[src/core/i2cbrg_pkg.sv]
package i2cbrg_pkg;

  // Register byte offsets on the AXI4-Lite slave.
  localparam logic [7:0] OFF_RELOAD  = 8'h00;
  localparam logic [7:0] OFF_DATA    = 8'h04;
  localparam logic [7:0] OFF_CTRL1   = 8'h08;
  localparam logic [7:0] OFF_CTRL2   = 8'h0c;
  localparam logic [7:0] OFF_STATUS  = 8'h10;
  localparam logic [7:0] OFF_IRQ_FLG = 8'h14;
  localparam logic [7:0] OFF_IRQ_EN  = 8'h18;

  // Control-two field positions.
  localparam int CTRL2_SEN   = 0;
  localparam int CTRL2_REPEATED_START_ENABLE  = 1;
  localparam int CTRL2_PEN   = 2;
  localparam int CTRL2_ACK_SEQUENCE_ENABLE = 4;

  // Control-one fields: port_mode_select in [3:0], port enable in bit 5.
  localparam int CTRL1_EN    = 5;

  // Interrupt flag positions.
  localparam int IRQ_SERIAL  = 0;
  localparam int IRQ_COLL    = 1;

  // Status field positions.
  localparam int STAT_STOP   = 4;
  localparam int STAT_BUSY   = 0;

  // Reset values.
  localparam logic [7:0] RELOAD_RST = 8'h00;
  localparam logic [7:0] CTRL_RST   = 8'h00;

  // Mode codes of port_mode_select.
  localparam logic [3:0] MODE_I2C_MASTER = 4'h8;

  // Last divider value. The counter steps every second clock, so two rollovers
  // make one line period of four times (reload + 1) clocks.
  localparam logic [1:0] TICK_DIV_LAST = 2'h1;

  typedef enum logic [3:0] {
    ST_IDLE   = 4'b0000,
    ST_RS_REL = 4'b0001,
    ST_RS_LO  = 4'b0010,
    ST_RS_HI  = 4'b0011,
    ST_RS_SDA = 4'b0100,
    ST_RS_END = 4'b0101,
    ST_SP_LO  = 4'b0110,
    ST_SP_CLK = 4'b0111,
    ST_SP_HI  = 4'b1000,
    ST_SP_CHK = 4'b1001,
    ST_BYTE   = 4'b1010
  } i2cbrg_state_t;

endpackage

[src/core/i2cbrg_top.sv]
`timescale 1ns/1ps
`default_nettype none
module i2cbrg_top (
  input  wire logic        aclk,
  input  wire logic        aresetn,
  input  wire logic [7:0]  s_axi_awaddr,
  input  wire logic        s_axi_awvalid,
  output logic             s_axi_awready,
  input  wire logic [31:0] s_axi_wdata,
  input  wire logic [3:0]  s_axi_wstrb,
  input  wire logic        s_axi_wvalid,
  output logic             s_axi_wready,
  output logic [1:0]       s_axi_bresp,
  output logic             s_axi_bvalid,
  input  wire logic        s_axi_bready,
  input  wire logic [7:0]  s_axi_araddr,
  input  wire logic        s_axi_arvalid,
  output logic             s_axi_arready,
  output logic [31:0]      s_axi_rdata,
  output logic [1:0]       s_axi_rresp,
  output logic             s_axi_rvalid,
  input  wire logic        s_axi_rready,
  input  wire logic        scl_i,
  output logic             scl_o,
  output logic             scl_oe,
  input  wire logic        sda_i,
  output logic             sda_o,
  output logic             sda_oe,
  output logic             irq
);

  ////////////////////////////////////////////////////////////////////////////
  logic [7:0]                rate_reload_value_r;
  logic [7:0]                serial_data_buffer_r;
  logic [7:0]                serial_control_one_r;
  logic [7:0]                serial_control_two_r;
  logic                      stop_seen_r;
  logic                      scl_low_r;
  logic                      sda_low_r;
  logic [3:0]                half_cnt_r;
  i2cbrg_pkg::i2cbrg_state_t state_r;
  logic                      aw_hold_r;
  logic                      w_hold_r;
  logic [7:0]                aw_addr_r;
  logic [31:0]               w_data_r;
  logic [3:0]                w_strb_r;
  logic                      wr_fire;
  logic                      wr_hit;
  logic                      rd_hit;
  logic                      run;
  logic                      reload;
  logic                      expired;
  logic                      coll;
  logic                      done;
  logic                      buf_write;
  logic [1:0]                flags;
  logic [1:0]                enables;
  logic [7:0]                rd_byte;

  function automatic logic known_addr(input logic [7:0] a);
    known_addr = (a == i2cbrg_pkg::OFF_RELOAD) || (a == i2cbrg_pkg::OFF_DATA)
              || (a == i2cbrg_pkg::OFF_CTRL1) || (a == i2cbrg_pkg::OFF_CTRL2)
              || (a == i2cbrg_pkg::OFF_STATUS) || (a == i2cbrg_pkg::OFF_IRQ_FLG)
              || (a == i2cbrg_pkg::OFF_IRQ_EN);
  endfunction

  ////////////////////////////////////////////////////////////////////////////
  // Write channel: address and data are latched independently, any order.
  assign s_axi_awready = !aw_hold_r && !s_axi_bvalid;
  assign s_axi_wready  = !w_hold_r && !s_axi_bvalid;
  assign wr_fire       = aw_hold_r && w_hold_r;
  assign wr_hit        = wr_fire && known_addr(aw_addr_r);

  always_ff @(posedge aclk)
  begin
    if (!aresetn)
    begin
      aw_hold_r <= 1'b0;
      w_hold_r  <= 1'b0;
      aw_addr_r <= 8'h00;
      w_data_r  <= 32'h0;
      w_strb_r  <= 4'h0;
    end
    else
    begin
      if (s_axi_awvalid && s_axi_awready)
      begin
        aw_hold_r <= 1'b1;
        aw_addr_r <= s_axi_awaddr;
      end
      else if (wr_fire)
        aw_hold_r <= 1'b0;
      if (s_axi_wvalid && s_axi_wready)
      begin
        w_hold_r <= 1'b1;
        w_data_r <= s_axi_wdata;
        w_strb_r <= s_axi_wstrb;
      end
      else if (wr_fire)
        w_hold_r <= 1'b0;
    end
  end

  always_ff @(posedge aclk)
  begin
    if (!aresetn)
    begin
      s_axi_bvalid <= 1'b0;
      s_axi_bresp  <= 2'b00;
    end
    else if (wr_fire)
    begin
      s_axi_bvalid <= 1'b1;
      s_axi_bresp  <= wr_hit ? 2'b00 : 2'b10;
    end
    else if (s_axi_bready)
      s_axi_bvalid <= 1'b0;
  end

  ////////////////////////////////////////////////////////////////////////////
  // Software registers; only byte lane 0 carries data.
  always_ff @(posedge aclk)
  begin
    if (!aresetn)
    begin
      rate_reload_value_r  <= i2cbrg_pkg::RELOAD_RST;
      serial_data_buffer_r <= 8'h00;
      serial_control_one_r <= i2cbrg_pkg::CTRL_RST;
    end
    else if (wr_hit && w_strb_r[0])
    begin
      if (aw_addr_r == i2cbrg_pkg::OFF_RELOAD)
        rate_reload_value_r <= w_data_r[7:0];
      if (aw_addr_r == i2cbrg_pkg::OFF_CTRL1)
        serial_control_one_r <= w_data_r[7:0];
      if (buf_write)
        serial_data_buffer_r <= w_data_r[7:0];
    end
  end

  // A buffer write is ignored while a condition is on the bus.
  assign buf_write = wr_hit && w_strb_r[0] && (aw_addr_r == i2cbrg_pkg::OFF_DATA)
                  && (state_r == i2cbrg_pkg::ST_IDLE);

  always_ff @(posedge aclk)
  begin
    if (!aresetn)
      serial_control_two_r <= i2cbrg_pkg::CTRL_RST;
    else if (coll)
      serial_control_two_r <= 8'h00;
    else if (done)
      serial_control_two_r <= 8'h00;
    else if (wr_hit && w_strb_r[0] && aw_addr_r == i2cbrg_pkg::OFF_CTRL2
             && state_r == i2cbrg_pkg::ST_IDLE)
      serial_control_two_r <= w_data_r[7:0];
  end

  ////////////////////////////////////////////////////////////////////////////
  // Read channel.
  assign s_axi_arready = !s_axi_rvalid;
  assign rd_hit        = known_addr(s_axi_araddr);

  always_comb
  begin
    case (s_axi_araddr)
      i2cbrg_pkg::OFF_RELOAD:  rd_byte = rate_reload_value_r;
      i2cbrg_pkg::OFF_DATA:    rd_byte = serial_data_buffer_r;
      i2cbrg_pkg::OFF_CTRL1:   rd_byte = serial_control_one_r;
      i2cbrg_pkg::OFF_CTRL2:   rd_byte = serial_control_two_r;
      i2cbrg_pkg::OFF_STATUS:  rd_byte = {3'h0, stop_seen_r, 3'h0,
                                          state_r != i2cbrg_pkg::ST_IDLE};
      i2cbrg_pkg::OFF_IRQ_FLG: rd_byte = {6'h00, flags};
      i2cbrg_pkg::OFF_IRQ_EN:  rd_byte = {6'h00, enables};
      default:                 rd_byte = 8'h00;
    endcase
  end

  always_ff @(posedge aclk)
  begin
    if (!aresetn)
    begin
      s_axi_rvalid <= 1'b0;
      s_axi_rdata  <= 32'h0;
      s_axi_rresp  <= 2'b00;
    end
    else if (s_axi_arvalid && s_axi_arready)
    begin
      s_axi_rvalid <= 1'b1;
      s_axi_rdata  <= {24'h0, rd_byte};
      s_axi_rresp  <= rd_hit ? 2'b00 : 2'b10;
    end
    else if (s_axi_rready)
      s_axi_rvalid <= 1'b0;
  end

  ////////////////////////////////////////////////////////////////////////////
  // Sequencer for repeated start, stop and the byte clock.
  assign done = (state_r == i2cbrg_pkg::ST_RS_END && expired)
             || (state_r == i2cbrg_pkg::ST_SP_CHK && expired && sda_i)
             || (state_r == i2cbrg_pkg::ST_BYTE && expired && half_cnt_r == 4'hf);

  always_comb
  begin
    coll   = 1'b0;
    reload = 1'b0;
    case (state_r)
      i2cbrg_pkg::ST_IDLE:
        reload = buf_write;
      i2cbrg_pkg::ST_RS_REL:
        reload = sda_i;
      i2cbrg_pkg::ST_RS_HI:
      begin
        coll   = scl_i && !sda_i;
        reload = scl_i && sda_i;
      end
      i2cbrg_pkg::ST_RS_SDA:
      begin
        coll   = !scl_i && sda_i;
        reload = expired && scl_i && sda_i;
      end
      i2cbrg_pkg::ST_SP_CLK:
      begin
        coll   = !scl_i && scl_low_r == 1'b0;
        reload = scl_i;
      end
      i2cbrg_pkg::ST_SP_HI:
        coll = !scl_i;
      i2cbrg_pkg::ST_SP_CHK:
        coll = expired && !sda_i;
      i2cbrg_pkg::ST_BYTE:
        reload = expired && half_cnt_r != 4'hf;
      default:
      begin
        coll   = 1'b0;
        reload = 1'b0;
      end
    endcase
  end

  assign run = (state_r != i2cbrg_pkg::ST_IDLE);

  always_ff @(posedge aclk)
  begin
    if (!aresetn)
    begin
      state_r    <= i2cbrg_pkg::ST_IDLE;
      scl_low_r  <= 1'b0;
      sda_low_r  <= 1'b0;
      half_cnt_r <= 4'h0;
    end
    else if (coll)
    begin
      state_r   <= i2cbrg_pkg::ST_IDLE;
      scl_low_r <= 1'b0;
      sda_low_r <= 1'b0;
    end
    else
    begin
      case (state_r)
        i2cbrg_pkg::ST_IDLE:
          if (buf_write)
          begin
            state_r    <= i2cbrg_pkg::ST_BYTE;
            half_cnt_r <= 4'h0;
            scl_low_r  <= 1'b1;
          end
          else if (serial_control_two_r[i2cbrg_pkg::CTRL2_REPEATED_START_ENABLE])
          begin
            state_r   <= i2cbrg_pkg::ST_RS_REL;
            sda_low_r <= 1'b0;
          end
          else if (serial_control_two_r[i2cbrg_pkg::CTRL2_PEN])
          begin
            state_r   <= i2cbrg_pkg::ST_SP_LO;
            sda_low_r <= 1'b1;
          end
        i2cbrg_pkg::ST_RS_REL:
          if (sda_i)
            state_r <= i2cbrg_pkg::ST_RS_LO;
        i2cbrg_pkg::ST_RS_LO:
          if (expired)
          begin
            scl_low_r <= 1'b0;
            state_r   <= i2cbrg_pkg::ST_RS_HI;
          end
        i2cbrg_pkg::ST_RS_HI:
          if (scl_i)
            state_r <= i2cbrg_pkg::ST_RS_SDA;
        i2cbrg_pkg::ST_RS_SDA:
          if (!sda_i || expired)
          begin
            sda_low_r <= 1'b1;
            state_r   <= i2cbrg_pkg::ST_RS_END;
          end
        i2cbrg_pkg::ST_RS_END:
          if (expired)
          begin
            scl_low_r <= 1'b1;
            state_r   <= i2cbrg_pkg::ST_IDLE;
          end
        i2cbrg_pkg::ST_SP_LO:
          if (!sda_i)
          begin
            scl_low_r <= 1'b0;
            state_r   <= i2cbrg_pkg::ST_SP_CLK;
          end
        i2cbrg_pkg::ST_SP_CLK:
          if (scl_i)
            state_r <= i2cbrg_pkg::ST_SP_HI;
        i2cbrg_pkg::ST_SP_HI:
          if (expired)
          begin
            sda_low_r <= 1'b0;
            state_r   <= i2cbrg_pkg::ST_SP_CHK;
          end
        i2cbrg_pkg::ST_SP_CHK:
          if (expired)
            state_r <= i2cbrg_pkg::ST_IDLE;
        i2cbrg_pkg::ST_BYTE:
          if (expired)
          begin
            scl_low_r  <= ~scl_low_r;
            half_cnt_r <= half_cnt_r + 4'h1;
            if (half_cnt_r == 4'hf)
              state_r <= i2cbrg_pkg::ST_IDLE;
          end
        default:
          state_r <= i2cbrg_pkg::ST_IDLE;
      endcase
    end
  end

  // The stop flag shows a completed stop condition until the next repeated start.
  always_ff @(posedge aclk)
  begin
    if (!aresetn)
      stop_seen_r <= 1'b0;
    else if (state_r == i2cbrg_pkg::ST_SP_CHK && expired && sda_i)
      stop_seen_r <= 1'b1;
    else if (state_r == i2cbrg_pkg::ST_RS_REL)
      stop_seen_r <= 1'b0;
  end

  // Open-drain outputs: drive low or release, never drive high.
  assign scl_o  = 1'b0;
  assign sda_o  = 1'b0;
  assign scl_oe = scl_low_r;
  assign sda_oe = sda_low_r;

  ////////////////////////////////////////////////////////////////////////////
  i2cbrg_rate u_rate (
    .aclk         (aclk),
    .aresetn      (aresetn),
    .run          (run),
    .reload       (reload),
    .reload_value (rate_reload_value_r),
    .expired      (expired)
  );

  i2cbrg_irq u_irq (
    .aclk     (aclk),
    .aresetn  (aresetn),
    .set_evt  ({coll, done}),
    .clr_we   (wr_hit && w_strb_r[0] && aw_addr_r == i2cbrg_pkg::OFF_IRQ_FLG),
    .clr_bits (w_data_r[1:0]),
    .en_we    (wr_hit && w_strb_r[0] && aw_addr_r == i2cbrg_pkg::OFF_IRQ_EN),
    .en_bits  (w_data_r[1:0]),
    .flags    (flags),
    .enables  (enables),
    .irq      (irq)
  );

endmodule
`default_nettype wire

[src/core/i2cbrg_rate.sv]
`timescale 1ns/1ps
`default_nettype none
module i2cbrg_rate (
  input  wire logic       aclk,
  input  wire logic       aresetn,
  input  wire logic       run,
  input  wire logic       reload,
  input  wire logic [7:0] reload_value,
  output logic            expired
);
  logic [1:0] div_r;
  logic [7:0] count_r;
  logic       tick;

  // The divider wraps at its last value, giving one tick every second clock.
  always_ff @(posedge aclk)
  begin
    if (!aresetn || !run || tick)
      div_r <= 2'h0;
    else
      div_r <= div_r + 2'h1;
  end
  assign tick = (div_r == i2cbrg_pkg::TICK_DIV_LAST);

  always_ff @(posedge aclk)
  begin
    if (!aresetn)
      count_r <= 8'h00;
    else if (reload)
      count_r <= reload_value;
    else if (run && tick && count_r != 8'h00)
      count_r <= count_r - 8'h01;
  end

  // Expiry must not look at reload, which itself depends on expiry in some states.
  assign expired = run && tick && (count_r == 8'h00);
endmodule
`default_nettype wire

[src/core/i2cbrg_irq.sv]
`timescale 1ns/1ps
`default_nettype none
module i2cbrg_irq (
  input  wire logic       aclk,
  input  wire logic       aresetn,
  input  wire logic [1:0] set_evt,
  input  wire logic       clr_we,
  input  wire logic [1:0] clr_bits,
  input  wire logic       en_we,
  input  wire logic [1:0] en_bits,
  output logic      [1:0] flags,
  output logic      [1:0] enables,
  output logic            irq
);
  always_ff @(posedge aclk)
  begin
    if (!aresetn)
      flags <= 2'h0;
    else
      flags <= (flags & ~(clr_we ? clr_bits : 2'h0)) | set_evt;
  end

  always_ff @(posedge aclk)
  begin
    if (!aresetn)
      enables <= 2'h0;
    else if (en_we)
      enables <= en_bits;
  end

  assign irq = |(flags & enables);
endmodule
`default_nettype wire

[config.mk]
export PLATFORM = sky130hd
export DESIGN_NAME = i2cbrg_top
export DESIGN_NICKNAME = d
export VERILOG_FILES = /design/src/core/i2cbrg_pkg.sv /design/src/core/i2cbrg_top.sv /design/src/core/i2cbrg_rate.sv /design/src/core/i2cbrg_irq.sv
export SDC_FILE = /design/constraint.sdc
export NUM_CORES = 1
export LEC_CHECK = 0
export BUFFER_PORTS_ARGS = -buffer_cell sky130_fd_sc_hd__buf_2
export CAP_MARGIN = 20
export CORE_UTILIZATION = 35
export DETAILED_ROUTE_END_ITERATION = 12
export PLACE_DENSITY = 0.56
export SKIP_LAST_GASP = 1
export SLEW_MARGIN = 0
export SYNTH_ARGS = -nofsm -noshare
export SYNTH_HDL_FRONTEND = slang
export SYNTH_SLANG_ARGS = --single-unit
[constraint.sdc]
create_clock -name aclk -period 5.09 [get_ports aclk]
set_input_delay 1.018 -clock aclk [delete_from_list [all_inputs] [get_ports aclk]]
set_output_delay 1.018 -clock aclk [all_outputs]
set_load 0.1 [all_outputs]
==> results.yml, run 1 <==
synthesis:
  ys_ff_latch: 88
  synth-edff-count: 0
  synthAdderAreaFrac: 0.00833
  netlist_area_um2: 4510
  yosysMostFrequentCell: "dfxtp_1"
  ys_seq_area_frac: 0.391
  synthCells: 524
  synth_flop_cell: "dfxtp_1"
  yosys.area_share.simple: 0.225
  synth.top_cells.by_count: "dfxtp_1, nand2_1, nor2_1"
  async_reset_ff_frac: 0
  synth_compound_area_frac: 0.158
  synth_xor_area_frac: 0.0155
  synth_top_area_share: 0.391
  avgSynthCellArea_um2: 8.60
  synth_top_family_by_area: "simple AND/OR/NAND/NOR gates"
  ys_top_cells_by_area: "dfxtp_1, mux2i_1, nand2_1, nor2_1, a21oi_1"
  synth.area.mux_share: 0.119
  yosysTopAreaCell: "dfxtp_1"
  synth_cell_types: 62
  ys.warnings.count: 0
route:
  drcViolationCount: 0
  wl_per_cell_um: 13.9
  dr_total_vias: 3697
  drtIter0Drc: 122
  via_per_inst: 5.03
  ant_nets: 0
  dr.pass1.iters: 4
  wl_um: 10300
clock_network:
  h-tree-depth: 3
  cts_hold_buf: 0
  cts_made_buffers: 9
  cts_resized: 0
  cts_tree: "built"
  clock_latency_ns: 0.34
  cts_buffer_depth: 2
  root_buffer: "clkbuf_16"
  clk_pin_slew_ns: 0.07
  cts_sinks: 88
  postCtsSetupRepairBufs: 0
cells_and_area:
  seqCellArea_um2: 1760
  multi_input_area_um2: 2480
  n_fill_cell: 1318
  layout.nets: 622
  drive_above_1_share: 0.165
  utilization: 0.405
  syn_to_final_growth_pct: 12.8
  diodes: 0
global_route:
  antenna_found_initial: 0
  grt_use_total: 0.161
  grt_pass1_vias: 3384
  grt_max_degree: 56
  grt_pass1_wl_um: 16900
  grt-ovfl-total: 0
placement:
  gp_congestion: 0.791
  place_hpwl_um: 7280
  io_buffer_count: 51
  dpl_worst_slack_ns: 2.30
sta:
  maxSlewViolCount: 0
  fin_setup_tns_ns: 0
  skew_ns: 0.00797
  min_period_ns: 2.75
  layout_setup_ws_ns: 2.34
  worst_pin_slew_ns: 0.884
  finalSetupViolCount: 0
  relSlewSlack: 0.410
  timing.fmax_mhz: 364
  rsz0062_at_grt: "no"
  hold_ws_ns: 0.433
  period_share: 0.540
  hold_viol: 0
worst_setup_path:
  rrSetupSlack_ns: 2.34
  cp.arrival_ns: 2.94
  reg2reg_depth: 4
  cp-endpoint: "serial_control_two_r[3]"
  start_kind: "flip-flop"
  reg2reg_from: "state_r[3]"
  crit_path_end_kind: "flip-flop"
  critical_path_class: "reg -> reg"
  path_max_fanout: 25
  worst_ep_required_time_ns: 5.28
  rr_endpoint: "serial_control_two_r[3]"
  crit_start: "state_r[3]"
floorplan:
  core_area_um2: 12600
  start_util: 0.359
  rows: 41
  boundaryPins: 107
  dieWidth_um: 115
  fp.dieH_um: 115
  die_area_um2: 13300
power:
  p_leak_nw: 2.08
  irDropWorstVdd_uv: 146
  power_density_nw_per_um2: 412
  power_w: 0.00209
outcome:
  outcome: "complete, no violations"
hold_path:
  hp-start: "u_rate.div_r[0]"
  hp-class: "reg -> reg"
job:
  drv_cap: 0
==> stage by stage <==
stage / cell area [µm²] / std cells
final: 5090 / 735
after detailed placement: 4770 / 719
after CTS: 5090 / 735
after global placement: 4770 / 719
after floorplan: 4610 / 551
after global routing: 5090 / 735
==> flip-flops by register name, summed over array words and instances, names as in the netlist <==
register,count
w_strb_r,1
aw_addr_r,8
u_rate.count_r,8
s_axi_rdata,8
s_axi_rresp,1
s_axi_rvalid,1
serial_data_buffer_r,8
rate_reload_value_r,8
u_irq.enables,2
state_r,4
serial_control_one_r,8
scl_oe,1
w_data_r,8
u_irq.flags,2
stop_seen_r,1
aw_hold_r,1
half_cnt_r,4
s_axi_bvalid,1
s_axi_bresp,1
serial_control_two_r,8
w_hold_r,1
u_rate.div_r,2
sda_oe,1
==> routing by layer <==
metal / part of all wire / global-route usage / vias up / routed length (µm)
li1: - / - / 1877 / -
met5: 0 / 0 / - / 0
met3: 0.036 / 0.0293 / 14 / 371
met2: 0.46 / 0.254 / 83 / 4710
met1: 0.49 / 0.220 / 1723 / 5020
met4: 0.014 / 0.0571 / 0 / 145
==> placed cells by master, fill, tap and decap left out, types with 9 or more instances in the layout <==
cell type	netlist	routed
o21ai_0	12	12
conb_1	1	28
nand3_1	14	14
mux2i_1	40	40
a21oi_1	42	42
clkbuf_16	0	9
nor2_1	61	61
dfxtp_1	88	88
buf_2	0	51
nand2_1	68	68
nor3_1	11	11
==> layout make-up <==
class / count / area share
clock buffers: 11 / 0.0497
clock inverters: 5 / 0.0123
flip-flops and latches: 88 / 0.346
multi-input cells: 396 / 0.488
well taps: 172 / 0.0423
inverters: 9 / 0.00664
repair buffers: 54 / 0.0546
==> power by group <==
group / switching (W) / internal, W
sequential: 0.0000831 / 0.000734
combinational: 0.000401 / 0.000190
clock: 0.000275 / 0.000410
==> critical path, stage by stage (launching register included) <==
cell and delay (ns):
dfxtp_1 0.85, o41ai_1 0.31, or3_1 0.52, o2111ai_1 0.78, nor2_1 0.12
==> how the worst min path moves through the flow <==
stage                                 end  slack, ns  cells past startpoint
after floorplan           u_rate.div_r[0]       0.40                      1
after global placement    u_rate.div_r[0]       0.41                      1
after detailed placement  u_rate.div_r[0]       0.42                      1
after CTS                 u_rate.div_r[0]       0.43                      1
after global routing      u_rate.div_r[0]       0.45                      1
final                     u_rate.div_r[0]       0.43                      1
==> logic make-up (layout without fill, tap and decap cells) <==
group	after synthesis	after routing
multiplexers	46	46
other	1	28
AO/OA/AOI/OAI	103	103
XOR/XNOR	8	8
AND/OR/NAND/NOR	208	208
flip-flops	88	88
adder cells (fa/ha/maj)	3	3
buffers and inverters	67	79
Power figures use the tool's default switching activity.
==> run 2: changes to the inputs <==
Settings changed: ABC_AREA set to 1, PLACE_DENSITY 0.56 to 0.58.
Clock period 5.09 ns to 2.36 ns, I/O delays scaled along.
==> results.yml, run 2 <==
sta:
  min_period_ns: 2.03
  fin_setup_tns_ns: 0
  skew_ns: 0.00601
  maxSlewViolCount: 0
  hold_viol: 0
  rsz0062_at_grt: "no"
  finalSetupViolCount: 0
  timing.fmax_mhz: 493
  period_share: 0.859
placement:
  placed_area_um2: 4900
  io_buffer_count: 51
  gp_congestion: 0.919
  place_hpwl_um: 8560
worst_setup_path:
  reg2reg_depth: 12
  critical-path-top-delay-family: "simple AND/OR/NAND/NOR gates"
  path_max_fanout: 11
  cp.arrival_ns: 2.30
  start_kind: "flip-flop"
  crit_path_end_kind: "flip-flop"
  rr_endpoint: "serial_data_buffer_r[0]"
  cp-endpoint: "serial_data_buffer_r[0]"
  cp_num_buf_inv: 3
  path_depth: 12
  critical_path_class: "reg -> reg"
  critPathSlowestCell: "dfxtp_1"
  worst_ep_required_time_ns: 2.63
  crit_start: "aw_addr_r[6]"
  max_stage_delay_ns: 0.32
  reg2reg_from: "aw_addr_r[6]"
  rrSetupSlack_ns: 0.33
  path_cells: "inv_1, nand2_1, nor2_1, nand2_1, nand3_2, nand2_2, nor2_8, nand3_2, buf_4, inv_2, o21ai_1, a21oi_1"
floorplan:
  die_area_um2: 13400
  rows: 41
  boundaryPins: 107
  start_util: 0.360
  dieWidth_um: 116
  core_area_um2: 12600
  fp.dieH_um: 116
power:
  combPwrFrac: 0.299
  irDropWorstVdd_uv: 438
  p_sw_w: 0.00168
  internal_power_w: 0.00276
  pwr-share-clk: 0.323
  netSwitchingFraction: 0.378
  p_leak_nw: 2.23
  power_frac_seq: 0.378
  power_density_nw_per_um2: 850
  power_w: 0.00443
clock_network:
  clk_pin_slew_ns: 0.07
  cts_buffer_depth: 2
  cts_hold_buf: 0
  clock_latency_ns: 0.34
  cts_sinks: 88
  h-tree-depth: 3
  postCtsSetupRepairBufs: 0
  cts_tree: "built"
  root_buffer: "clkbuf_16"
  cts_resized: 0
  cts_made_buffers: 9
cells_and_area:
  diodes: 0
  seqCellArea_um2: 1760
  utilization: 0.413
  syn_to_final_growth_pct: 14.7
  drive_above_1_share: 0.152
  final_cell_area_um2: 5220
  multi_input_area_um2: 2250
  n_fill_cell: 1341
  layout_commonest_cell: "nand2_1"
  mostFrequentLayoutCells: "nand2_1, dfxtp_1, inv_1"
  layout.nets: 777
global_route:
  grt-ovfl-total: 0
  grt_use_total: 0.180
  grt_max_degree: 47
  grt_pass1_wl_um: 18800
  antenna_found_initial: 0
  grt_pass1_vias: 3953
route:
  drcViolationCount: 0
  ant_nets: 0
  via_per_inst: 4.84
  drtIter0Drc: 302
  dr_total_vias: 4303
  wl_um: 11400
  dr.pass1.iters: 5
  wl_per_cell_um: 12.9
synthesis:
  synth_top_area_share: 0.388
  yosysTopAreaCell: "dfxtp_1"
  synthCells: 657
  ys_top_cells_by_area: "dfxtp_1, a21oi_1, nand2_1, inv_1, nor2_1"
  synth_flop_cell: "dfxtp_1"
  synth_cell_types: 40
  ys.warnings.count: 0
  netlist_area_um2: 4550
  async_reset_ff_frac: 0
  ys_seq_area_frac: 0.388
  synth-edff-count: 0
  avgSynthCellArea_um2: 6.92
  ys_ff_latch: 88
  synth.top_cells.by_count: "nand2_1, dfxtp_1, inv_1"
  yosysMostFrequentCell: "nand2_1"
job:
  drv_cap: 0
outcome:
  outcome: "complete, no violations"
hold_path:
  hp-class: "in -> reg"
-- run 2: changes by cell type after synthesis, sizes merged, moves of 18 or more --
cell | previous run | this run
mux2i | 40 | 0
a21oi | 42 | 81
o21ai | 13 | 66
nor2 | 61 | 82
nand2 | 68 | 108
nand3 | 14 | 32
inv | 9 | 92
clkbuf | 25 | 7
-- run 2: cell families after synthesis --
logic type	after synthesis	share of synthesized area
flip-flops	88	0.388
AO/OA/AOI/OAI	171	0.202
buffers and inverters	137	0.142
other	1	0.000825
AND/OR/NAND/NOR	251	0.247
adder cells (fa/ha/maj)	3	0.00826
XOR/XNOR	6	0.0116
-- run 2: power by group through the flow --
stage               clock, W  combinational [W]  sequential, W
finish               0.00143            0.00133        0.00168
global placement           0            0.00129        0.00171
CTS                  0.00146            0.00131        0.00168
floorplan                  0            0.00102        0.00177
global route         0.00152            0.00147        0.00169
detailed placement         0            0.00131        0.00171
-- run 2: final cells by class --
type,instances,area share
sequential,88,0.338
multi-input combinational,459,0.432
clock inverter,6,0.0134
clock buffer,9,0.0432
tap,172,0.0413
timing repair buffer,61,0.0633
inverter,94,0.0684
-- run 2: per-stage QoR --
step / hold WS, ns / std cells / worst slack [ns]
final: 0.374 / 889 / 0.332
after global routing: 0.388 / 889 / 0.124
after CTS: 0.368 / 886 / 0.265
after detailed placement: 0.411 / 871 / 0.254
after global placement: 0.406 / 871 / 0.296
after floorplan: 0.399 / 684 / 0.0636
-- run 2: per-layer routing --
metal / GRT usage / share of wire / up-vias
li1: - / - / 2215
met1: 0.227 / 0.47 / 1946
met2: 0.306 / 0.46 / 133
met3: 0.0429 / 0.053 / 9
met4: 0.0504 / 0.012 / 0
met5: 0 / 0 / -
-- run 2: worst min path at each step --
| stage | start | to | slack (ns) | cells after the start |
|---|---|---|---|---|
| 5_1_grt | s_axi_bready | s_axi_bvalid | 0.39 | 4 |
| 4_1_cts | s_axi_wdata[6] | w_data_r[6] | 0.37 | 3 |
| 2_1_floorplan | u_rate.div_r[0] | u_rate.div_r[0] | 0.40 | 1 |
| 3_3_place_gp | u_rate.div_r[0] | u_rate.div_r[0] | 0.41 | 1 |
| 6_report | s_axi_wdata[6] | w_data_r[6] | 0.37 | 3 |
| 3_5_place_dp | u_rate.div_r[0] | u_rate.div_r[0] | 0.41 | 1 |
-- run 2: tightest hold or removal path: stages --
cell and delay [ns]:
buf_2 0.07, o21ai_0 0.07, nor2_1 0.07
==> run 3: changes to the inputs <==
Settings changed: CORE_ASPECT_RATIO set to 0.6, HOLD_SLACK_MARGIN set to 0.1, RECOVER_POWER set to 25.
==> results.yml, run 3 (synthesis gave the netlist of run 2 again) <==
sta:
  maxSlewViolCount: 0
  rsz0062_at_grt: "no"
  skew_ns: 0.00772
  hold_ws_ns: 0.366
  period_share: 0.903
  relSlewSlack: 0.228
  finalSetupViolCount: 0
  fin_setup_tns_ns: 0
  min_period_ns: 2.13
  hold_viol: 0
  timing.fmax_mhz: 469
  worst_pin_slew_ns: 1.16
route:
  drtIter0Drc: 433
  via_per_inst: 4.97
  dr.pass1.iters: 5
  drcViolationCount: 0
  wl_um: 12100
  dr_total_vias: 4391
  wl_per_cell_um: 13.7
  ant_nets: 0
cells_and_area:
  mostFrequentLayoutCells: "nand2_1, dfxtp_1, inv_1"
  diodes: 0
  final_cells: 883
  layout_commonest_cell: "nand2_1"
  layout.nets: 777
  drive_above_1_share: 0.145
  syn_to_final_growth_pct: 14.8
power:
  pwr-share-clk: 0.341
  p_leak_nw: 2.21
  netSwitchingFraction: 0.372
  irDropWorstVdd_uv: 405
  combPwrFrac: 0.292
  p_sw_w: 0.00170
  internal_power_w: 0.00286
  power_frac_seq: 0.368
  power_density_nw_per_um2: 874
global_route:
  grt_pass1_vias: 3967
  grt_max_degree: 47
  grt_pass1_wl_um: 19800
  grt-ovfl-total: 0
  grt_use_total: 0.188
  antenna_found_initial: 0
job:
  drv_cap: 0
worst_setup_path:
  critPathSlowestCell: "dfxtp_1"
  crit_path_end_kind: "flip-flop"
  worst_ep_required_time_ns: 2.64
  max_stage_delay_ns: 0.34
  cp_num_buf_inv: 3
  start_kind: "flip-flop"
  critical_path_class: "reg -> reg"
  crit_top_cell: "inv_2"
  path_max_fanout: 13
  cp.arrival_ns: 2.41
  critical-path-top-delay-family: "simple AND/OR/NAND/NOR gates"
  path_cells: "nor2_4, inv_2, nor2_2, nand2_1, nand3_1, nand2_2, nor2_8, nand3_2, buf_4, inv_2, o21ai_1, a21oi_1"
clock_network:
  clock_latency_ns: 0.35
  cts_resized: 0
  cts_made_buffers: 9
  cts_sinks: 88
  clk_pin_slew_ns: 0.07
  root_buffer: "clkbuf_16"
  h-tree-depth: 3
  cts_buffer_depth: 2
  cts_tree: "built"
floorplan:
  core_area_um2: 12400
  die_area_um2: 13500
  fp.dieH_um: 90.3
  rows: 31
  boundaryPins: 107
  start_util: 0.367
  dieWidth_um: 149
placement:
  io_buffer_count: 51
  gp_congestion: 0.984
  place_hpwl_um: 9020
  dpl.cell_count: 864
outcome:
  outcome: "complete, no violations"
hold_path:
  hp-class: "in -> reg"
==> run 3: cell count changes in the layout (fill, tap and decap cells not counted) <==
cell / delta
clkbuf_1: +4
buf_4: -1
nor2_2: -1
nor2_1: +1
clkinvlp_4: +1
inv_8: -1
bufinv_16: +1
buf_2: -3
nand3_2: -1
nand3_1: +1
==> run 3: power by group through the flow <==
stage	clock network (W)	registers, W	logic (W)
floorplan	0	0.00177	0.00102
global placement	0	0.00171	0.00131
detailed placement	0	0.00171	0.00131
CTS	0.00158	0.00168	0.00132
global route	0.00165	0.00169	0.00147
finish	0.00155	0.00168	0.00133
==> run 3: per-layer routing <==
layer | wire length, µm | vias to the layer above | global-route usage | share of wire
met1 | 6290 | 2016 | 0.281 | 0.52
met3 | 769 | 16 | 0.0444 | 0.064
met2 | 4890 | 150 | 0.261 | 0.40
met4 | 134 | 0 | 0.0536 | 0.011
li1 | - | 2209 | - | -
met5 | 0 | - | 0 | 0
==> run 3: metrics by stage <==
step	total power (W)	utilization	setup slack, ns	cell area, µm²
global route	0.00481	0.422	0.0520	5220
detailed placement	0.00302	0.395	0.195	4890
CTS	0.00457	0.421	0.163	5210
finish	0.00456	0.422	0.228	5220
global placement	0.00302	0.395	0.175	4890
floorplan	0.00279	-	0.0636	4670
==> run 3: what timing repair did <==
action                     4_1_cts  5_1_grt
setup endpoints to repair        0        8
hold endpoints to repair         0        0
hold buffers                     0        0
buffers inserted                 0        3
==> run 3: area by class of cell <==
class | instances | area, µm²
Fill cell | 1276 | 7160
Multi-Input combinational cell | 459 | 2250
Sequential cell | 88 | 1760
Inverter | 94 | 357
Timing Repair Buffer | 61 | 323
Clock buffer | 9 | 225
Tap cell | 165 | 206
Clock inverter | 7 | 96.3
==> run 3: worst paths after layout <==
kind	startpoint	endpoint	slack, ns	depth (start not counted)
setup reg to reg	aw_addr_r[0]	serial_data_buffer_r[0]	0.23	12
setup / recovery	aw_addr_r[0]	serial_data_buffer_r[0]	0.23	12
hold / removal	s_axi_bready	s_axi_bvalid	0.37	4
hold reg to reg	u_rate.div_r[0]	u_rate.div_r[0]	0.42	1
==> run 3: tightest hold or removal path: stages <==
cell and delay [ns]:
buf_2 0.07, inv_1 0.03, nand2_1 0.05, a21oi_1 0.05
